## src/picctl_dummy_unused.sv

```systemverilog
`timescale 1ns/100ps

```

## src/picctl_pkg.sv

```systemverilog
// constants, codes and timing for the interrupt controller host
// assumes a 200 MHz reference clock and pins synchronous to it
package picctl_pkg;
  // clock and strobe timing
  localparam int CLK_PERIOD_NS = 5;
  localparam int T_SETUP_NS = 10;
  localparam int T_PULSE_NS = 30;
  localparam int T_RECOV_NS = 20;
  // least times round up to whole cycles
  localparam logic [3:0] SETUP_CYC = 4'((T_SETUP_NS + CLK_PERIOD_NS - 1) / CLK_PERIOD_NS);
  localparam logic [3:0] PULSE_CYC = 4'((T_PULSE_NS + CLK_PERIOD_NS - 1) / CLK_PERIOD_NS);
  localparam logic [3:0] RECOV_CYC = 4'((T_RECOV_NS + CLK_PERIOD_NS - 1) / CLK_PERIOD_NS);
  // first init word fields
  localparam int ICW1_INIT_BIT = 4;
  localparam int ICW1_SNGL_BIT = 1;
  localparam int ICW1_IC4_BIT = 0;
  // fourth init word: processor family select
  localparam int ICW4_UPM_BIT = 0;
  // acknowledge pulse counts per processor family
  localparam logic [1:0] CALL_PULSES = 2'h3;
  localparam logic [1:0] PTR_PULSES = 2'h2;
  // init word expected next
  localparam logic [2:0] STEP_NONE = 3'h0;
  localparam logic [2:0] STEP_ICW2 = 3'h2;
  localparam logic [2:0] STEP_ICW3 = 3'h3;
  localparam logic [2:0] STEP_ICW4 = 3'h4;
  // bus cycle kinds
  typedef enum logic [1:0] {
    PICCTL_WR = 2'h0,
    PICCTL_RD = 2'h1,
    PICCTL_ACK = 2'h2
  } picctl_kind_e;
endpackage

```

## src/picctl_cyc_if.sv

```systemverilog
// one bus cycle request between the host sequencer and the strobe engine
// assumes both ends on the same clock
`timescale 1ns/100ps
`default_nettype none
interface picctl_cyc_if;
  import picctl_pkg::*;
  logic req;
  picctl_kind_e kind;
  logic addr;
  logic [7:0] wdata;
  logic [7:0] rdata;
  logic busy;
  logic done;
  modport master (output req, kind, addr, wdata, input rdata, busy, done);
  modport seq (input req, kind, addr, wdata, output rdata, busy, done);
endinterface
`default_nettype wire

```

## src/picctl_host.sv

```systemverilog
// host controller for the eight-level interrupt controller: command port,
// init tracking and the acknowledge sequence that collects the vector
// assumes device pins synchronous to REF_CLK and a pull-up on the data bus
//
// Summary of operation
// - read and write strobes count only with select low; acknowledge strobes run deselected
// - host writes words with select and address
// - call mode host adds two more pulses
// - init of two to four words first
`timescale 1ns/100ps
`default_nettype none
module picctl_host (
  // clock and reset
  input wire logic REF_CLK,
  input wire logic RST_N,
  // user command port
  input wire logic CMD_VALID,
  input wire logic CMD_WRITE,
  input wire logic CMD_ADDR,
  input wire logic [7:0] CMD_DATA,
  output logic CMD_READY,
  output logic CMD_REFUSED,
  output logic RD_VALID,
  output logic [7:0] RD_DATA,
  output logic INIT_DONE,
  // vector delivery
  input wire logic ACK_ENABLE,
  output logic VEC_VALID,
  output logic VEC_POINTER_MODE,
  output logic [7:0] VEC_OPCODE,
  output logic [15:0] VEC_ADDR,
  // device pins
  output logic PIC_CS_N,
  output logic PIC_WR_N,
  output logic PIC_RD_N,
  output logic PIC_CPU_ACK_N,
  output logic PIC_CMD_ADDR_BIT,
  input wire logic [7:0] PIC_D_IN,
  output logic [7:0] PIC_D_OUT,
  output logic PIC_D_OE,
  input wire logic PIC_INT
);
  import picctl_pkg::*;

  typedef enum logic [2:0] {
    M_IDLE = 3'h1, M_BUS = 3'h2, M_ACK = 3'h4
  } picctl_mst_e;

  picctl_cyc_if cyc ();

  picctl_mst_e state_reg, state_next;
  logic req_reg, req_next, addr_reg, addr_next;
  picctl_kind_e kind_reg, kind_next;
  logic [7:0] wdata_reg, wdata_next;
  logic [2:0] step_reg, step_next;
  logic init_done_reg, init_done_next, sngl_reg, sngl_next, ic4_reg, ic4_next, pmode_reg, pmode_next;
  logic [1:0] ack_cnt_reg, ack_cnt_next;
  logic [7:0] byte_reg [0:2];
  logic [7:0] byte_next [0:2];
  logic ready_reg, ready_next, refused_reg, refused_next, rd_valid_reg, rd_valid_next;
  logic [7:0] rd_data_reg, rd_data_next, vec_op_reg, vec_op_next;
  logic vec_valid_reg, vec_valid_next;
  logic [15:0] vec_addr_reg, vec_addr_next;
  logic is_icw1, cmd_ok;
  logic [2:0] step_after;

  // first init word is recognised on any address-zero write with the init bit set, restarting the sequence
  assign is_icw1 = CMD_WRITE && !CMD_ADDR && CMD_DATA[ICW1_INIT_BIT];
  // reads need finished init; stray writes before any first word are refused
  assign cmd_ok = CMD_WRITE ? (is_icw1 || init_done_reg || step_reg != STEP_NONE) : init_done_reg;

  // which init word follows the current one
  always_comb begin
    step_after = STEP_NONE;
    unique case (step_reg)
      STEP_ICW2: step_after = !sngl_reg ? STEP_ICW3 : (ic4_reg ? STEP_ICW4 : STEP_NONE);
      STEP_ICW3: step_after = ic4_reg ? STEP_ICW4 : STEP_NONE;
      default: step_after = STEP_NONE;
    endcase
  end

  // sequencer next values
  always_comb begin
    state_next = state_reg;
    req_next = 1'b0;
    kind_next = kind_reg;
    addr_next = addr_reg;
    wdata_next = wdata_reg;
    step_next = step_reg;
    init_done_next = init_done_reg;
    sngl_next = sngl_reg;
    ic4_next = ic4_reg;
    pmode_next = pmode_reg;
    ack_cnt_next = ack_cnt_reg;
    byte_next = byte_reg;
    refused_next = 1'b0;
    rd_valid_next = 1'b0;
    rd_data_next = rd_data_reg;
    vec_valid_next = 1'b0;
    vec_op_next = vec_op_reg;
    vec_addr_next = vec_addr_reg;
    unique case (state_reg)
      M_IDLE: begin
        // user commands win over a pending acknowledge, keeping the handshake honest
        if (CMD_VALID && !cmd_ok) begin
          refused_next = 1'b1;
        end else if (CMD_VALID) begin
          req_next = 1'b1;
          kind_next = CMD_WRITE ? PICCTL_WR : PICCTL_RD;
          addr_next = CMD_ADDR;
          wdata_next = CMD_DATA;
          state_next = M_BUS;
          if (is_icw1) begin
            // a missing fourth word means its functions are zero
            sngl_next = CMD_DATA[ICW1_SNGL_BIT];
            ic4_next = CMD_DATA[ICW1_IC4_BIT];
            pmode_next = 1'b0;
            step_next = STEP_ICW2;
            init_done_next = 1'b0;
          end else if (CMD_WRITE && step_reg != STEP_NONE) begin
            if (step_reg == STEP_ICW4) begin
              pmode_next = CMD_DATA[ICW4_UPM_BIT];
            end
            step_next = step_after;
            init_done_next = (step_after == STEP_NONE);
          end
        end else if (PIC_INT && ACK_ENABLE && init_done_reg) begin
          req_next = 1'b1;
          kind_next = PICCTL_ACK;
          ack_cnt_next = 2'h1;
          state_next = M_ACK;
        end
      end
      M_BUS: begin
        if (cyc.done) begin
          rd_valid_next = (kind_reg == PICCTL_RD);
          rd_data_next = (kind_reg == PICCTL_RD) ? cyc.rdata : rd_data_reg;
          state_next = M_IDLE;
        end
      end
      M_ACK: begin
        if (cyc.done) begin
          byte_next[2'(ack_cnt_reg - 2'h1)] = cyc.rdata;
          if (ack_cnt_reg == (pmode_reg ? PTR_PULSES : CALL_PULSES)) begin
            vec_valid_next = 1'b1;
            // pointer mode first byte is floated bus, not reported
            vec_op_next = pmode_reg ? 8'h00 : byte_reg[0];
            vec_addr_next = pmode_reg ? {8'h00, cyc.rdata} : {cyc.rdata, byte_reg[1]};
            state_next = M_IDLE;
          end else begin
            // the whole sequence runs even if the interrupt drops meanwhile
            ack_cnt_next = ack_cnt_reg + 2'h1;
            req_next = 1'b1;
          end
        end
      end
    endcase
    ready_next = (state_next == M_IDLE) && !(state_reg == M_IDLE && CMD_VALID);
  end

  // sequencer registers
  always_ff @(posedge REF_CLK or negedge RST_N) begin
    if (!RST_N) begin
      state_reg <= M_IDLE;
      req_reg <= 1'b0;
      kind_reg <= PICCTL_WR;
      addr_reg <= 1'b0;
      wdata_reg <= 8'h00;
      step_reg <= STEP_NONE;
      init_done_reg <= 1'b0;
      sngl_reg <= 1'b0;
      ic4_reg <= 1'b0;
      pmode_reg <= 1'b0;
      ack_cnt_reg <= 2'h0;
      byte_reg <= '{8'h00, 8'h00, 8'h00};
      ready_reg <= 1'b0;
      refused_reg <= 1'b0;
      rd_valid_reg <= 1'b0;
      rd_data_reg <= 8'h00;
      vec_valid_reg <= 1'b0;
      vec_op_reg <= 8'h00;
      vec_addr_reg <= 16'h0000;
    end else begin
      state_reg <= state_next;
      req_reg <= req_next;
      kind_reg <= kind_next;
      addr_reg <= addr_next;
      wdata_reg <= wdata_next;
      step_reg <= step_next;
      init_done_reg <= init_done_next;
      sngl_reg <= sngl_next;
      ic4_reg <= ic4_next;
      pmode_reg <= pmode_next;
      ack_cnt_reg <= ack_cnt_next;
      byte_reg <= byte_next;
      ready_reg <= ready_next;
      refused_reg <= refused_next;
      rd_valid_reg <= rd_valid_next;
      rd_data_reg <= rd_data_next;
      vec_valid_reg <= vec_valid_next;
      vec_op_reg <= vec_op_next;
      vec_addr_reg <= vec_addr_next;
    end
  end

  // request to the strobe engine
  assign cyc.req = req_reg;
  assign cyc.kind = kind_reg;
  assign cyc.addr = addr_reg;
  assign cyc.wdata = wdata_reg;

  picctl_strobe u_strobe (
    .clk(REF_CLK),
    .rst_n(RST_N),
    .cyc(cyc),
    .cs_n(PIC_CS_N),
    .wr_n(PIC_WR_N),
    .rd_n(PIC_RD_N),
    .ack_n(PIC_CPU_ACK_N),
    .a0(PIC_CMD_ADDR_BIT),
    .d_in(PIC_D_IN),
    .d_out(PIC_D_OUT),
    .d_oe(PIC_D_OE)
  );

  // user outputs from flops
  assign CMD_READY = ready_reg;
  assign CMD_REFUSED = refused_reg;
  assign RD_VALID = rd_valid_reg;
  assign RD_DATA = rd_data_reg;
  assign INIT_DONE = init_done_reg;
  assign VEC_VALID = vec_valid_reg;
  assign VEC_POINTER_MODE = pmode_reg;
  assign VEC_OPCODE = vec_op_reg;
  assign VEC_ADDR = vec_addr_reg;

  // acknowledge pulses seen in the current sequence, for checking only
  // falling edge found from a registered copy, so no sampled-value call here
  logic [2:0] pulses_reg, pulses_next;
  logic ack_prev_reg, ack_prev_next;
  always_comb begin
    pulses_next = pulses_reg;
    ack_prev_next = PIC_CPU_ACK_N;
    if (state_reg == M_IDLE) begin
      pulses_next = 3'h0;
    end else if (ack_prev_reg && !PIC_CPU_ACK_N) begin
      pulses_next = pulses_reg + 3'h1;
    end
  end
  always_ff @(posedge REF_CLK or negedge RST_N) begin
    if (!RST_N) begin
      pulses_reg <= 3'h0;
      ack_prev_reg <= 1'b1;
    end else begin
      pulses_reg <= pulses_next;
      ack_prev_reg <= ack_prev_next;
    end
  end
endmodule // picctl_host
`default_nettype wire

```

## src/picctl_strobe.sv

```systemverilog
// strobe engine: runs one write, read or acknowledge cycle on the pins
// assumes the device pins are synchronous to clk
`timescale 1ns/100ps
`default_nettype none
module picctl_strobe (
  // clock and reset
  input wire logic clk,
  input wire logic rst_n,
  // cycle request
  picctl_cyc_if.seq cyc,
  // device pins
  output logic cs_n,
  output logic wr_n,
  output logic rd_n,
  output logic ack_n,
  output logic a0,
  input wire logic [7:0] d_in,
  output logic [7:0] d_out,
  output logic d_oe
);
  import picctl_pkg::*;

  typedef enum logic [3:0] {
    S_IDLE = 4'h1, S_SETUP = 4'h2, S_PULSE = 4'h4, S_RECOV = 4'h8
  } picctl_sst_e;

  picctl_sst_e state_reg, state_next;
  logic [3:0] cnt_reg, cnt_next;
  picctl_kind_e kind_reg, kind_next;
  logic cs_n_reg, cs_n_next, wr_n_reg, wr_n_next, rd_n_reg, rd_n_next, ack_n_reg, ack_n_next;
  logic a0_reg, a0_next, d_oe_reg, d_oe_next, done_reg, done_next;
  logic [7:0] d_out_reg, d_out_next, rdata_reg, rdata_next;

  // next values of the cycle sequence
  always_comb begin
    state_next = state_reg;
    cnt_next = cnt_reg;
    kind_next = kind_reg;
    cs_n_next = cs_n_reg;
    wr_n_next = wr_n_reg;
    rd_n_next = rd_n_reg;
    ack_n_next = ack_n_reg;
    a0_next = a0_reg;
    d_oe_next = d_oe_reg;
    d_out_next = d_out_reg;
    rdata_next = rdata_reg;
    done_next = 1'b0;
    unique case (state_reg)
      S_IDLE: begin
        if (cyc.req) begin
          kind_next = cyc.kind;
          // select only for register cycles; acknowledge runs deselected
          cs_n_next = (cyc.kind == PICCTL_ACK);
          a0_next = cyc.addr;
          d_out_next = cyc.wdata;
          d_oe_next = (cyc.kind == PICCTL_WR);
          cnt_next = SETUP_CYC - 4'h1;
          state_next = S_SETUP;
        end
      end
      S_SETUP: begin
        if (cnt_reg == 4'h0) begin
          wr_n_next = (kind_reg != PICCTL_WR);
          rd_n_next = (kind_reg != PICCTL_RD);
          ack_n_next = (kind_reg != PICCTL_ACK);
          cnt_next = PULSE_CYC - 4'h1;
          state_next = S_PULSE;
        end else begin
          cnt_next = cnt_reg - 4'h1;
        end
      end
      S_PULSE: begin
        if (cnt_reg == 4'h0) begin
          // sample just before the rising edge while the device still drives
          if (kind_reg != PICCTL_WR) begin
            rdata_next = d_in;
          end
          wr_n_next = 1'b1;
          rd_n_next = 1'b1;
          ack_n_next = 1'b1;
          cnt_next = RECOV_CYC - 4'h1;
          state_next = S_RECOV;
        end else begin
          cnt_next = cnt_reg - 4'h1;
        end
      end
      S_RECOV: begin
        // select and data held through recovery for hold time
        if (cnt_reg == 4'h0) begin
          cs_n_next = 1'b1;
          d_oe_next = 1'b0;
          done_next = 1'b1;
          state_next = S_IDLE;
        end else begin
          cnt_next = cnt_reg - 4'h1;
        end
      end
    endcase
  end

  // registers only
  always_ff @(posedge clk or negedge rst_n) begin
    if (!rst_n) begin
      state_reg <= S_IDLE;
      cnt_reg <= 4'h0;
      kind_reg <= PICCTL_WR;
      cs_n_reg <= 1'b1;
      wr_n_reg <= 1'b1;
      rd_n_reg <= 1'b1;
      ack_n_reg <= 1'b1;
      a0_reg <= 1'b0;
      d_oe_reg <= 1'b0;
      d_out_reg <= 8'h00;
      rdata_reg <= 8'h00;
      done_reg <= 1'b0;
    end else begin
      state_reg <= state_next;
      cnt_reg <= cnt_next;
      kind_reg <= kind_next;
      cs_n_reg <= cs_n_next;
      wr_n_reg <= wr_n_next;
      rd_n_reg <= rd_n_next;
      ack_n_reg <= ack_n_next;
      a0_reg <= a0_next;
      d_oe_reg <= d_oe_next;
      d_out_reg <= d_out_next;
      rdata_reg <= rdata_next;
      done_reg <= done_next;
    end
  end

  // pins, read data and done straight from flops; busy decoded from the state
  assign cs_n = cs_n_reg;
  assign wr_n = wr_n_reg;
  assign rd_n = rd_n_reg;
  assign ack_n = ack_n_reg;
  assign a0 = a0_reg;
  assign d_out = d_out_reg;
  assign d_oe = d_oe_reg;
  assign cyc.rdata = rdata_reg;
  assign cyc.done = done_reg;
  assign cyc.busy = (state_reg != S_IDLE);
endmodule // picctl_strobe
`default_nettype wire

```

## config.mk

```make
export PLATFORM = sky130hd
export DESIGN_NAME = picctl_host
export DESIGN_NICKNAME = d
export VERILOG_FILES = /design/src/picctl_dummy_unused.sv /design/src/picctl_pkg.sv /design/src/picctl_cyc_if.sv /design/src/picctl_host.sv /design/src/picctl_strobe.sv
export SDC_FILE = /design/constraint.sdc
export NUM_CORES = 1
export LEC_CHECK = 0
export ABC_AREA = 1
export BUFFER_PORTS_ARGS = -buffer_cell sky130_fd_sc_hd__buf_4
export CORE_MARGIN = 4
export CORE_UTILIZATION = 58
export CTS_BUF_LIST = sky130_fd_sc_hd__clkbuf_2 sky130_fd_sc_hd__clkbuf_4 sky130_fd_sc_hd__clkbuf_8
export CTS_CLUSTER_DIAMETER = 40
export DETAILED_ROUTE_END_ITERATION = 10
export PLACE_DENSITY = 0.81
export RECOVER_POWER = 100
export SYNTH_ARGS = -nofsm -noshare
export SYNTH_HDL_FRONTEND = slang
export SYNTH_HIERARCHICAL = 1
export SYNTH_SLANG_ARGS = --single-unit
```

## constraint.sdc

```tcl
create_clock -name REF_CLK -period 1.64 [get_ports REF_CLK]
set_input_delay 0.328 -clock REF_CLK [delete_from_list [all_inputs] [get_ports REF_CLK]]
set_output_delay 0.328 -clock REF_CLK [all_outputs]
set_load 0.005 [all_outputs]
```

==> summary.md <==
| Metric | Value |
|---|---|
| Design area | `5650 um^2` |
| Setup violations, final | `0` |
| Vias in the first global route | `3811` |
| I/O pin total | `75` |
| Busiest layer in global routing | `met2` |
| Critical path data arrival time | `1.90 ns` |
| Area of the mapped netlist | `4720 um^2` |
| Status | `complete, no violations` |
| Max-cap viol count | `0` |
| GRT Residual Overflow | `0` |
| Postcts setup bufs | `0` |
| Inserted Clock Buffers | `9` |
| Hold path depth | `3` |
| VDD IR max | `0.994 mV` |
| Nets | `649` |
| H-tree Lvls | `3` |
| F_max | `612 MHz` |
| Final Non-Filler Cells | `729` |
| Share of post-route cells with drive strength above 1 | `0.212` |
| Synthesized net count | `562` |
| CP startpoint kind | `register` |
| Dpl cells | `712` |
| DIE WIDTH | `98.2 um` |
| P_leak | `3.09 nW` |
| Via count | `3898` |
| Diode count | `0` |
| Fin. max-slew vios | `0` |
| Rows | `32` |
| PD cells | `1330 nW/um^2` |
| Gpl congestion | `0.885` |
| Worst Max-Slew Pin Slew | `0.660 ns` |
| IO Port Bufs | `74` |
| Clock Latency Late Sink | `0.36 ns` |
| Clk pin slew, worst setup/hold paths | `0.10 ns` |
| Setup crit end kind | `register` |
| RSZ-0062 raised after global routing | `true` |
| DR iter-0 viols | `236` |
| WL per Instance | `14.7 um` |
| R2R depth | `7` |
| Critical Path RT | `1.90 ns` |
| GR Util All Layers | `0.230` |
| Initial antenna violation count | `0` |
| Met3 Usage GRT | `0.0550` |
| First-pass GRT wire length | `18.0 mm` |
| Ys Warns | `6` |
| Die Span Y | `98.2 um` |
| Mapped Cells | `536` |
| Worst Hold Class | `in2reg` |
| Vias per cell | `5.35` |
| Initial Util | `0.605` |
| Min Hold Slack | `0.157 ns` |
| Period utilization | `0.997` |
| Crit path time final | `1.63 ns` |
| CTS tree | `done` |
| Final Hold Vio Count | `0` |
| Syn Area/Cell | `8.81 um^2` |
| GRT met2 Usage | `0.378` |
| Die area | `9650 um^2` |
| CP Max Fanout | `5` |
| Final wirelength | `10.8 mm` |
| Total clock sinks | `109` |
| Pre-antenna DRT Iters | `5` |
| Headroom to the max-slew limit | `0.560` |
| Met1 usage | `0.313` |
| DRC | `0` |
| Post-DRT Antenna Nets | `0` |
| Skew final | `0.0110 ns` |
| # fillers | `593` |
| Detailed Place HPWL | `7.83 mm` |
| Dpl cell area | `5460 um^2` |
| Kind of critical path | `reg2reg` |
| Area grow syn2layout | `19.7%` |
| Core ar. | `7810 um^2` |
| Clock root cell | `clkbuf_8` |
| Max Root-Sink Buffers | `2` |
| Largest net degree at the start of global routing | `40` |
final timing paths:
path                       slack, ns                       endpoint                startpoint
setup / recovery               0.005        step_reg[1]$_DFFE_PN0P_    state_reg[0]$_DFF_PN1_
hold / removal                  0.16       cyc.wdata[6]$_DFFE_PN0P_               CMD_DATA[6]
setup reg to reg               0.005        step_reg[1]$_DFFE_PN0P_    state_reg[0]$_DFF_PN1_
hold reg to reg                 0.48  u_strobe/d_out[3]$_DFFE_PN0P_  cyc.wdata[3]$_DFFE_PN0P_
max in group asynchronous       0.16     u_strobe/ack_n$_DFFE_PN1P_                     RST_N
min in group asynchronous       0.52      VEC_OPCODE[6]$_DFFE_PN0P_                     RST_N
what timing repair did:
action	CTS	global route
pin swaps	0	1
resized for setup	1	11
setup endpoints to repair	1	62
hold endpoints to repair	24	0
hold buffers	1	0
gates cloned	0	1
routing by layer:
layer / vias up / share of wire
met5: - / 0
met4: 0 / 0.016
met3: 15 / 0.053
met2: 121 / 0.50
met1: 1885 / 0.43
li1: 1877 / -
final cells by class:
type / count / area (um^2) / area share
Multi-Input combinational cell: 355 / 1690 / 0.298
Timing Repair Buffer: 91 / 662 / 0.117
Clock inverter: 5 / 83.8 / 0.0148
Tap cell: 102 / 128 / 0.0226
Inverter: 57 / 220 / 0.0390
Clock buffer: 10 / 138 / 0.0243
Sequential cell: 109 / 2740 / 0.484
metrics by stage:
step                total power, mW  worst slack [ns]  setup TNS [ns]   util
floorplan                      4.99             0.237               0      -
global placement               5.64             0.160               0  0.699
detailed placement             5.78            0.0228               0  0.699
CTS                            7.55          0.000523               0  0.729
global route                   8.04           -0.0713           -1.47  0.724
finish                         7.52           0.00547               0  0.724
cell usage in the layout (no fill, tap or decap), drive strengths merged:
cell and n:
a21o 1, a21oi 16, a31oi 8, buf 36
bufinv 2, clkbuf 64, clkinv 2, clkinvlp 2
dfrtp 103, dfstp 6, dlygate4sd3 1, ha 3
inv 56, nand2 175, nand3 36, nand4 2
nor2 49, nor3 2, o211ai 1, o21a 1
o21ai 56, o22ai 3, xor2 2
critical path, cell delays in order (launching register included):
cell,delay (ns)
dfstp_2,0.57
nand3_1,0.13
nor2_1,0.23
buf_4,0.16
nand2_1,0.09
inv_2,0.11
nand3_1,0.12
o21a_1,0.13
power by group:
part           internal (mW)  total [mW]  switching [mW]
Sequential              3.19        3.54           0.348
Clock                  0.899        1.78           0.878
Combinational          0.810        2.20            1.39
Total                   4.90        7.52            2.62
No activity file was read; power rests on OpenSTA's default activity.
